## config.mk

```make
export PLATFORM = sky130hd
export DESIGN_NAME = rcs_sequencer
export DESIGN_NICKNAME = d
export VERILOG_FILES = /design/src/hw/rcs_pkg.sv /design/src/hw/rcs_sequencer.sv /design/src/hw/rcs_sync.sv /design/src/hw/rcs_delay.sv
export VERILOG_INCLUDE_DIRS = /design/src /design/src/hw
export SDC_FILE = /design/constraint.sdc
export NUM_CORES = 1
export LEC_CHECK = 0
export BUFFER_PORTS_ARGS = -buffer_cell sky130_fd_sc_hd__buf_2
export CORE_UTILIZATION = 56
export CTS_CLUSTER_SIZE = 10
export DETAILED_ROUTE_END_ITERATION = 6
export PLACE_DENSITY_LB_ADDON = 0.08
export SETUP_SLACK_MARGIN = 0.02
export SYNTH_ARGS = -nofsm -noshare
export SYNTH_HDL_FRONTEND = slang
export SYNTH_SLANG_ARGS = --single-unit
```

## constraint.sdc

```tcl
create_clock -name clk_sys -period 3.6 [get_ports clk_sys]
set_input_delay 0.18 -clock clk_sys [delete_from_list [all_inputs] [get_ports clk_sys]]
set_output_delay 0.18 -clock clk_sys [all_outputs]
set_load 0.005 [all_outputs]
```

## src/hw/rcs_defs.svh

```systemverilog
`ifndef RCS_DEFS_SVH
`define RCS_DEFS_SVH

// clock and timing, times in ns
`define RCS_CLK_NS        20
`define RCS_CYC(ns)       ((((ns)) + `RCS_CLK_NS - 1) / `RCS_CLK_NS)
`define RCS_T_POWERON_NS  10000
`define RCS_T_STARTUP_NS  20000
`define RCS_T_POWER_UP_TIMER_NS     64000000
`define RCS_T_INTERNAL_NS 20000
`define RCS_T_LOCK_NS     20000
`define RCS_T_MONITOR_NS  100000
`define RCS_TMR_W         22
`define RCS_OST_LAST      10'h3ff

// register byte addresses
`define RCS_ADDR_CAUSE    4'h0
`define RCS_ADDR_OSC      4'h4
`define RCS_ADDR_STATUS   4'h8

// reset cause register
`define RCS_CAUSE_RESET   16'h0001
`define RCS_CAUSE_WMASK   16'hc1ff
`define RCS_BIT_POWERON   0
`define RCS_BIT_BROWNOUT  1
`define RCS_BIT_IDLE      2
`define RCS_BIT_SLEEP     3
`define RCS_BIT_WDOG      4
`define RCS_BIT_SWDOG_EN  5
`define RCS_BIT_SOFT      6
`define RCS_BIT_PIN       7
`define RCS_BIT_REG_STBY  8
`define RCS_BIT_ILLEGAL   14
`define RCS_BIT_TRAP      15

// oscillator control register
`define RCS_CURRENT_OSCILLATOR_FIELD_LSB      12
`define RCS_CURRENT_OSCILLATOR_FIELD_MSB      14

// clock source codes
`define RCS_SRC_FRC       3'h0
`define RCS_SRC_FRCPLL    3'h1
`define RCS_SRC_PRI       3'h2
`define RCS_SRC_PRIPLL    3'h3
`define RCS_SRC_SEC       3'h4
`define RCS_SRC_LOW_POWER_RC_OSCILLATOR      3'h5
`define RCS_SRC_EXT       3'h6
`define RCS_SRC_EXTPLL    3'h7

// status register bits
`define RCS_ST_WDOG_EN    0
`define RCS_ST_SYS_RST    1
`define RCS_ST_CLK_RDY    2
`define RCS_ST_RUN        3
`define RCS_ST_MON_ACT    4
`define RCS_ST_OSC_FAIL   5

`endif

```

## src/hw/rcs_pkg.sv

```systemverilog
package rcs_pkg;

	typedef enum logic [2:0] {
		RCS_ST_POWERON  = 3'h0,
		RCS_ST_STARTUP  = 3'h1,
		RCS_ST_INTERNAL = 3'h2,
		RCS_ST_RUN      = 3'h3,
		RCS_ST_WAKE     = 3'h4
	} rcs_state_t;

endpackage : rcs_pkg

```

## src/hw/rcs_sequencer.sv

```systemverilog
`timescale 1ns/1ps
`include "rcs_defs.svh"

module rcs_sequencer #(
	parameter logic [21:0] POWER_UP_TIMER_CYCLES    = 22'(`RCS_CYC(`RCS_T_POWER_UP_TIMER_NS)),
	parameter logic [21:0] MONITOR_CYCLES =
		22'(`RCS_CYC(`RCS_T_MONITOR_NS))
) (
	// clock and reset
	input  wire logic        clk_sys,
	input  wire logic        rst,
	// avalon-mm slave
	input  wire logic [3:0]  avs_address,
	input  wire logic        avs_read,
	input  wire logic        avs_write,
	input  wire logic [31:0] avs_writedata,
	input  wire logic [3:0]  avs_byteenable,
	output logic      [31:0] avs_readdata,
	output logic             avs_waitrequest,
	// pins
	input  wire logic        master_clear_pin_n,
	input  wire logic        brownout_detect,
	input  wire logic        osc_clk_in,
	// core events, one-cycle pulses or levels
	input  wire logic        software_reset_req,
	input  wire logic        watchdog_timeout,
	input  wire logic        trap_conflict,
	input  wire logic        illegal_access,
	input  wire logic        power_save_sleep,
	input  wire logic        power_save_idle,
	input  wire logic        wake_event,
	// configuration fuses
	input  wire logic        watchdog_fuse_enable,
	input  wire logic        clock_switch_enable,
	input  wire logic [2:0]  oscillator_select_fuse,
	input  wire logic        regulator_enable,
	input  wire logic        clock_monitor_enable,
	// status out
	output logic             system_reset_signal,
	output logic             cpu_run,
	output logic             clock_ready,
	output logic             watchdog_enable,
	output logic      [2:0]  clock_source,
	output logic             osc_fail_trap,
	output logic             clock_monitor_active
);

	localparam int TW = `RCS_TMR_W;
	localparam logic [TW-1:0] POWERON_CYC = TW'(`RCS_CYC(`RCS_T_POWERON_NS));
	localparam logic [TW-1:0] STARTUP_CYC = TW'(`RCS_CYC(`RCS_T_STARTUP_NS));
	localparam logic [TW-1:0] INTERNAL_CYC =
		TW'(`RCS_CYC(`RCS_T_INTERNAL_NS));
	localparam logic [TW-1:0] LOCK_CYC = TW'(`RCS_CYC(`RCS_T_LOCK_NS));

	function automatic logic needs_ost(input logic [2:0] src);
		needs_ost = (src == `RCS_SRC_PRI) || (src == `RCS_SRC_PRIPLL) ||
			(src == `RCS_SRC_SEC);
	endfunction : needs_ost

	function automatic logic needs_lock(input logic [2:0] src);
		needs_lock = (src == `RCS_SRC_FRCPLL) || (src == `RCS_SRC_PRIPLL) ||
			(src == `RCS_SRC_EXTPLL);
	endfunction : needs_lock

	rcs_pkg::rcs_state_t state;
	rcs_pkg::rcs_state_t next_state;
	logic [2:0]    pins_s;
	logic          master_clear_pin_n_s;
	logic          brownout_s;
	logic          osc_s;
	logic          osc_prev;
	logic          brownout_evt;
	logic          soft_evt;
	logic          seq_load;
	logic [TW-1:0] seq_val;
	logic          seq_busy;
	logic [TW-1:0] startup_cyc;
	logic          por_loaded;
	logic          sys_prev;
	logic          released;
	logic          asleep;
	logic [15:0]   cause;
	logic [15:0]   next_cause;
	logic [15:0]   lane_mask;
	logic [2:0]    next_src;
	logic          restart_q;
	logic [9:0]    ost_cnt;
	logic          ost_done;
	logic          ost_fin;
	logic          lock_start;
	logic          lock_wait;
	logic          lock_busy;
	logic          mon_busy;
	logic          mon_pending;
	logic          mon_check;
	logic          fallback;
	logic          ack;
	logic          take;
	logic          cause_wr;
	logic          osc_wr;
	logic          stat_wr;

	// pins cross into clk_sys first
	rcs_sync #(.W(3), .RST_VAL(3'h1)) u_sync (
		.clk_sys (clk_sys),
		.rst     (rst),
		.d_async ({osc_clk_in, brownout_detect, master_clear_pin_n}),
		.q       (pins_s)
	);
	assign master_clear_pin_n_s   = pins_s[0];
	assign brownout_s = pins_s[1];
	assign osc_s      = pins_s[2];

	assign brownout_evt = brownout_s;
	assign soft_evt = !master_clear_pin_n_s || watchdog_timeout || software_reset_req ||
		trap_conflict || illegal_access;
	assign startup_cyc = regulator_enable ? STARTUP_CYC : POWER_UP_TIMER_CYCLES;

	// reset sequence
	always_comb
	begin
		next_state = state;
		seq_load   = 1'b0;
		seq_val    = '0;
		if (brownout_evt)
		begin
			next_state = rcs_pkg::RCS_ST_STARTUP;
			seq_load   = 1'b1;
			seq_val    = startup_cyc;
		end
		else if (soft_evt)
		begin
			next_state = rcs_pkg::RCS_ST_INTERNAL;
			seq_load   = 1'b1;
			seq_val    = INTERNAL_CYC;
		end
		else
		begin
			unique case (state)
				rcs_pkg::RCS_ST_POWERON:
					if (!por_loaded)
					begin
						seq_load = 1'b1;
						seq_val  = POWERON_CYC;
					end
					else if (!seq_busy)
					begin
						next_state = rcs_pkg::RCS_ST_STARTUP;
						seq_load   = 1'b1;
						seq_val    = startup_cyc;
					end
				rcs_pkg::RCS_ST_STARTUP:
					if (!seq_busy)
					begin
						next_state = rcs_pkg::RCS_ST_INTERNAL;
						seq_load   = 1'b1;
						seq_val    = INTERNAL_CYC;
					end
				rcs_pkg::RCS_ST_INTERNAL:
					if (!seq_busy)
						next_state = rcs_pkg::RCS_ST_RUN;
				rcs_pkg::RCS_ST_RUN:
					if (wake_event && asleep && regulator_enable)
					begin
						next_state = rcs_pkg::RCS_ST_WAKE;
						seq_load   = 1'b1;
						seq_val    = STARTUP_CYC;
					end
				rcs_pkg::RCS_ST_WAKE:
					if (!seq_busy)
						next_state = rcs_pkg::RCS_ST_RUN;
				default:
					next_state = rcs_pkg::RCS_ST_POWERON;
			endcase
		end
	end

	rcs_delay #(.W(TW)) u_seq_tmr (
		.clk_sys (clk_sys),
		.rst     (rst),
		.start   (seq_load),
		.count   (seq_val),
		.busy    (seq_busy)
	);

	always_ff @(posedge clk_sys)
	begin
		if (rst)
		begin
			state               <= rcs_pkg::RCS_ST_POWERON;
			por_loaded          <= 1'b0;
			system_reset_signal <= 1'b1;
			sys_prev            <= 1'b1;
		end
		else
		begin
			state      <= next_state;
			por_loaded <= 1'b1;
			system_reset_signal <= (next_state != rcs_pkg::RCS_ST_RUN) &&
				(next_state != rcs_pkg::RCS_ST_WAKE);
			sys_prev   <= system_reset_signal;
		end
	end
	assign released = sys_prev && !system_reset_signal;

	// code runs only in run state with a released clock
	always_ff @(posedge clk_sys)
	begin
		if (rst)
			cpu_run <= 1'b0;
		else
			cpu_run <= (state == rcs_pkg::RCS_ST_RUN) && clock_ready;
	end

	always_ff @(posedge clk_sys)
	begin
		if (rst || system_reset_signal || wake_event)
			asleep <= 1'b0;
		else if (power_save_sleep)
			asleep <= 1'b1;
	end

	// reset cause flags, hardware set beats software write
	assign lane_mask = {{8{avs_byteenable[1]}}, {8{avs_byteenable[0]}}};
	always_comb
	begin
		next_cause = cause;
		if (cause_wr)
			next_cause = (cause & ~(lane_mask & `RCS_CAUSE_WMASK)) |
				(avs_writedata[15:0] & lane_mask & `RCS_CAUSE_WMASK);
		if (power_save_sleep || power_save_idle)
			next_cause[`RCS_BIT_WDOG] = 1'b0;
		next_cause[`RCS_BIT_BROWNOUT] =
			next_cause[`RCS_BIT_BROWNOUT] | brownout_evt;
		next_cause[`RCS_BIT_ILLEGAL] =
			next_cause[`RCS_BIT_ILLEGAL] | illegal_access;
		next_cause[`RCS_BIT_TRAP]  = next_cause[`RCS_BIT_TRAP] | trap_conflict;
		next_cause[`RCS_BIT_PIN]   = next_cause[`RCS_BIT_PIN] | !master_clear_pin_n_s;
		next_cause[`RCS_BIT_SOFT]  =
			next_cause[`RCS_BIT_SOFT] | software_reset_req;
		next_cause[`RCS_BIT_WDOG]  =
			next_cause[`RCS_BIT_WDOG] | watchdog_timeout;
		next_cause[`RCS_BIT_SLEEP] =
			next_cause[`RCS_BIT_SLEEP] | power_save_sleep;
		next_cause[`RCS_BIT_IDLE]  = next_cause[`RCS_BIT_IDLE] | power_save_idle;
	end

	// power-on and software clear flags; sleep or idle entry also clears the watchdog flag
	always_ff @(posedge clk_sys)
	begin
		if (rst)
			cause <= `RCS_CAUSE_RESET;
		else
			cause <= next_cause;
	end

	always_ff @(posedge clk_sys)
	begin
		if (rst)
			watchdog_enable <= 1'b0;
		else
			watchdog_enable <= watchdog_fuse_enable ||
				cause[`RCS_BIT_SWDOG_EN];
	end

	// clock source selection
	assign fallback = mon_check && clock_monitor_enable && !clock_ready;
	always_comb
	begin
		next_src = clock_source;
		if (fallback)
			next_src = `RCS_SRC_FRC;
		else if (brownout_evt || (soft_evt && !clock_switch_enable))
			next_src = oscillator_select_fuse;
		else if (osc_wr && clock_switch_enable && !soft_evt)
			next_src = avs_writedata[`RCS_CURRENT_OSCILLATOR_FIELD_MSB:`RCS_CURRENT_OSCILLATOR_FIELD_LSB];
	end

	always_ff @(posedge clk_sys)
	begin
		if (rst)
		begin
			clock_source <= oscillator_select_fuse;
			restart_q    <= 1'b0;
		end
		else
		begin
			clock_source <= next_src;
			restart_q    <= !por_loaded || brownout_evt ||
				(next_src != clock_source);
		end
	end

	// start-up edge count on the oscillator, beside the reset delay
	always_ff @(posedge clk_sys)
	begin
		if (rst)
			osc_prev <= 1'b0;
		else
			osc_prev <= osc_s;
	end
	assign ost_fin = osc_s && !osc_prev && !ost_done &&
		(ost_cnt == `RCS_OST_LAST);

	always_ff @(posedge clk_sys)
	begin
		if (rst || restart_q)
		begin
			ost_cnt  <= '0;
			ost_done <= 1'b0;
		end
		else if (osc_s && !osc_prev && !ost_done)
		begin
			ost_cnt  <= ost_cnt + 10'h1;
			ost_done <= (ost_cnt == `RCS_OST_LAST);
		end
	end

	// pll lock follows the edge count for crystal pll sources
	assign lock_start = (restart_q && !needs_ost(clock_source)) || ost_fin;
	always_ff @(posedge clk_sys)
	begin
		if (rst || restart_q)
			lock_wait <= 1'b1;
		else if (lock_start)
			lock_wait <= 1'b0;
	end

	rcs_delay #(.W(TW)) u_lock_tmr (
		.clk_sys (clk_sys),
		.rst     (rst),
		.start   (lock_start),
		.count   (LOCK_CYC),
		.busy    (lock_busy)
	);

	assign clock_ready = !restart_q &&
		(ost_done || !needs_ost(clock_source)) &&
		(!(lock_wait || lock_busy) || !needs_lock(clock_source));

	// fail-safe monitor start after release
	rcs_delay #(.W(TW)) u_mon_tmr (
		.clk_sys (clk_sys),
		.rst     (rst),
		.start   (released),
		.count   ((needs_ost(clock_source) || needs_lock(clock_source)) ?
			MONITOR_CYCLES : TW'(1)),
		.busy    (mon_busy)
	);
	assign mon_check = mon_pending && !mon_busy;

	always_ff @(posedge clk_sys)
	begin
		if (rst || system_reset_signal)
		begin
			mon_pending          <= 1'b0;
			clock_monitor_active <= 1'b0;
		end
		else if (released)
			mon_pending <= 1'b1;
		else if (mon_check)
		begin
			mon_pending          <= 1'b0;
			clock_monitor_active <= 1'b1;
		end
	end

	always_ff @(posedge clk_sys)
	begin
		if (rst)
			osc_fail_trap <= 1'b0;
		else if (fallback)
			osc_fail_trap <= 1'b1;
		else if (stat_wr && avs_byteenable[0] &&
			avs_writedata[`RCS_ST_OSC_FAIL])
			osc_fail_trap <= 1'b0;
	end

	// avalon slave, one wait state per access
	assign avs_waitrequest = (avs_read || avs_write) && !ack;
	assign take     = avs_write && ack;
	assign cause_wr = take && (avs_address == `RCS_ADDR_CAUSE);
	assign osc_wr   = take && (avs_address == `RCS_ADDR_OSC) &&
		avs_byteenable[1];
	assign stat_wr  = take && (avs_address == `RCS_ADDR_STATUS);

	always_ff @(posedge clk_sys)
	begin
		if (rst)
		begin
			ack          <= 1'b0;
			avs_readdata <= '0;
		end
		else
		begin
			ack <= (avs_read || avs_write) && !ack;
			if (avs_read && !ack)
			begin
				avs_readdata <= '0;
				unique case (avs_address)
					`RCS_ADDR_CAUSE:
						avs_readdata[15:0] <= cause;
					`RCS_ADDR_OSC:
						avs_readdata[`RCS_CURRENT_OSCILLATOR_FIELD_MSB:`RCS_CURRENT_OSCILLATOR_FIELD_LSB] <= clock_source;
					`RCS_ADDR_STATUS:
						avs_readdata[5:0] <= {osc_fail_trap,
							clock_monitor_active, cpu_run, clock_ready,
							system_reset_signal, watchdog_enable};
					default:
						avs_readdata <= '0;
				endcase
			end
		end
	end

	// assertions
	logic [TW-1:0] rst_len;
	always_ff @(posedge clk_sys)
	begin
		if (rst || !system_reset_signal)
			rst_len <= '0;
		else if (rst_len != '1)
			rst_len <= rst_len + TW'(1);
	end
endmodule : rcs_sequencer

```

## src/hw/rcs_sync.sv

```systemverilog
`timescale 1ns/1ps

module rcs_sync #(
	parameter int           W       = 1,
	parameter logic [W-1:0] RST_VAL = '0
) (
	// clock and reset
	input  wire logic         clk_sys,
	input  wire logic         rst,
	// asynchronous in, synchronised out
	input  wire logic [W-1:0] d_async,
	output logic      [W-1:0] q
);

	logic [W-1:0] meta;

	always_ff @(posedge clk_sys)
	begin
		if (rst)
		begin
			meta <= RST_VAL;
			q    <= RST_VAL;
		end
		else
		begin
			meta <= d_async;
			q    <= meta;
		end
	end

endmodule : rcs_sync

```

## src/hw/rcs_delay.sv

```systemverilog
`timescale 1ns/1ps

module rcs_delay #(
	parameter int W = 22
) (
	// clock and reset
	input  wire logic         clk_sys,
	input  wire logic         rst,
	// load a count, busy for that many cycles
	input  wire logic         start,
	input  wire logic [W-1:0] count,
	output logic              busy
);

	logic [W-1:0] cnt;

	always_ff @(posedge clk_sys)
	begin
		if (rst)
			cnt <= '0;
		else if (start)
			cnt <= count;
		else if (cnt != '0)
			cnt <= cnt - W'(1);
	end

	assign busy = (cnt != '0);

endmodule : rcs_delay

```

==> impl_metrics.ini <==
[power_and_ir_drop]
power_leakage_nw = 2.87
p_per_area_nw_per_um2 = 696
peakVddDrop_mv = 0.514

[status]
status = completed

[cts]
clock_path_buffers = 2
postCtsSetupRepairBufs = 0
cts_root_buf = clkbuf_8
clk_pin_slew_worst_paths_ps = 60
ctsHtreeMaxLevel = 4
cts_tree = yes
clk_latency_ps = 520
clkSinkCount = 126
cts_made_buffers = 17

[synthesis]
synthFlopType = dfxtp_1
ys_ff_latch = 126
ys_seq_area_frac = 0.431
synth_cell_type_count = 57
netlist_instances = 685
avgSynthCellArea_um2 = 8.54
synth-edff-count = 0
synth.cell_area_um2 = 5850
ys_async_sr_fraction = 0
ys_warn_count = 0

[floorplanning]
dieArea_um2 = 10900
die_y_um = 104
core-area_um2 = 9950
num_rows = 36
start_util = 0.588
die_x_um = 104
io_pins = 103

[cells_and_area]
drive_above_1_share = 0.148
syn_to_final_growth_pct = 20.9
n_antenna_cell = 0
fin_cells = 921
num-nets-final = 843

[placed_design]
place_hpwl_mm = 8.96
place_congestion = 0.844
portBuffers = 62
dp_cells = 862

[sta]
period_needed_ps = 3060
fmax_ghz = 0.327
skew_ps = 8.11
rsz0062_at_grt = false
hold_viol_final = 0
finalSetupViolCount = 0
slew_headroom = 0.167
slew_violations = 0
worst_pin_slew_ps = 1230
tns_ps = 0
finalCritPeriodShare = 0.849

[run]
cap_violations = 0

[setup_path]
cp_max_fo = 14
cp.arrival_ps = 3440
crit_required_ps = 3980
startpoint = u_seq_tmr.cnt[8]
crit_path_end_kind = flip-flop
criticalPathCategory = flip-flop to flip-flop
r2r_start = u_seq_tmr.cnt[8]
startpoint_type = flip-flop

[route]
drt_iter0_drc = 251
top_layer_used = met4
vias = 5111
remaining_drc_errors = 0
wl_met1_mm = 6.28
final_antenna_net_count = 0
dr.pass1.iters = 4
wl_met3_um = 701
totalWireLength_mm = 13.3
wl_met2_mm = 6.21
wire_per_inst_um = 14.4
vias_per_cell = 5.55

[global_route]
antenna_found_initial = 0
grt_pass1_wl_mm = 22.6
grt_max_degree = 32
grt.total_usage = 0.255
grt_pass1_vias = 4948
overflow = 0

[hold_path]
hp-class = input port to flip-flop
hp-start = power_save_sleep
worst paths after layout:
path	endpoint	slack [ps]	cells past startpoint
min	cause[4]	40	4
max reg2reg	u_seq_tmr.cnt[14]	540	6
max	u_seq_tmr.cnt[14]	540	6
min reg2reg	cause[7]	420	1
worst max-delay path, stage by stage, from the launching register on:
cell	delay, ps
dfxtp_1	350
or4_4	570
nor4bb_1	370
or4b_1	720
nor4_4	340
or2_1	480
a21oi_1	90
final cells by class:
cell class	instances	area, µm²
repair buffers	96	633
well taps	133	166
clock inverters	6	130
multi-input cells	521	3090
fillers	790	2880
clock buffers	26	478
inverters	13	48.8
flip-flops and latches	126	2520
synthesized netlist by cell type, drive strengths merged, types with 7 or more instances:
cell,number,area [µm²]
nor3,32,160
nor2,102,383
ha,7,87.6
nor2b,14,87.6
mux2i,8,80.1
xor2,28,245
a221oi,7,61.3
dfxtp,126,2520
or3,13,86.3
nor4,18,128
nand2,59,221
xnor2,32,280
a21oi,45,229
clkbuf,18,67.6
and3,8,50.1
nand3,20,100
a211oi,14,105
inv,13,48.8
o21ai,20,100
nand2b,8,50.1
buf,25,196
mux2,8,93.8
or4,10,82.6
layout by cell type, fill, tap and decap left out, types with 20 or more instances in the layout:
| master | instances |
|---|---|
| dfxtp_1 | 126 |
| nor2_1 | 102 |
| buf_2 | 62 |
| nand2_1 | 59 |
| a21oi_1 | 44 |
| nor3_1 | 32 |
| xnor2_1 | 32 |
| xor2_1 | 28 |
| dlygate4sd3_1 | 27 |
| o21ai_0 | 20 |
| nand3_1 | 20 |
cell families after synthesis:
logic type,Yosys count,synth area share
buffers and inverters,56,0.0535
DFF,126,0.431
AOI/OAI and AO/OA,104,0.110
muxes,16,0.0297
xor gates and xnor gates,60,0.0898
other,1,0.000641
and+or+nand+nor,315,0.270
adders and majority gates,7,0.0150
what timing repair did:
item                       4_1_cts  5_1_grt
hold buffers                    27        0
setup endpoints to repair        0        2
hold endpoints to repair        21        0
resized for setup                0        1
power breakdown:
group	internal [mW]	total [mW]	switching, mW
registers	1.62	1.82	0.203
clock network	1.18	1.76	0.578
logic	0.588	1.35	0.758
total	3.38	4.92	1.54
per-layer routing:
layer / vias up / GRT usage
met5: - / 0
met4: 0 / 0.0755
met3: 11 / 0.0652
met2: 149 / 0.428
met1: 2413 / 0.322
li1: 2538 / -
through the flow:
step / instance area [µm²] / setup slack (ps) / util / hold WS [ps] / power (mW)
after floorplan: 5920 / 945 / - / 259 / 2.86
after global placement: 6190 / 466 / 0.622 / 377 / 3.08
after detailed placement: 6190 / 401 / 0.622 / 378 / 3.13
after CTS: 7070 / 367 / 0.710 / 17.0 / 4.94
after global routing: 7070 / 281 / 0.711 / 50.7 / 5.20
final: 7070 / 542 / 0.711 / 35.4 / 4.92
registers in the layout, summed over array words and instances (netlist names), 3 cells and up, named ones only:
name	cells
clock_source	3
u_sync.meta	3
cause	8
u_lock_tmr.cnt	22
avs_readdata	13
ost_cnt	10
u_sync.q	3
u_seq_tmr.cnt	22
u_mon_tmr.cnt	22
state	3
Note: power is estimated with default switching activity, not from simulation.
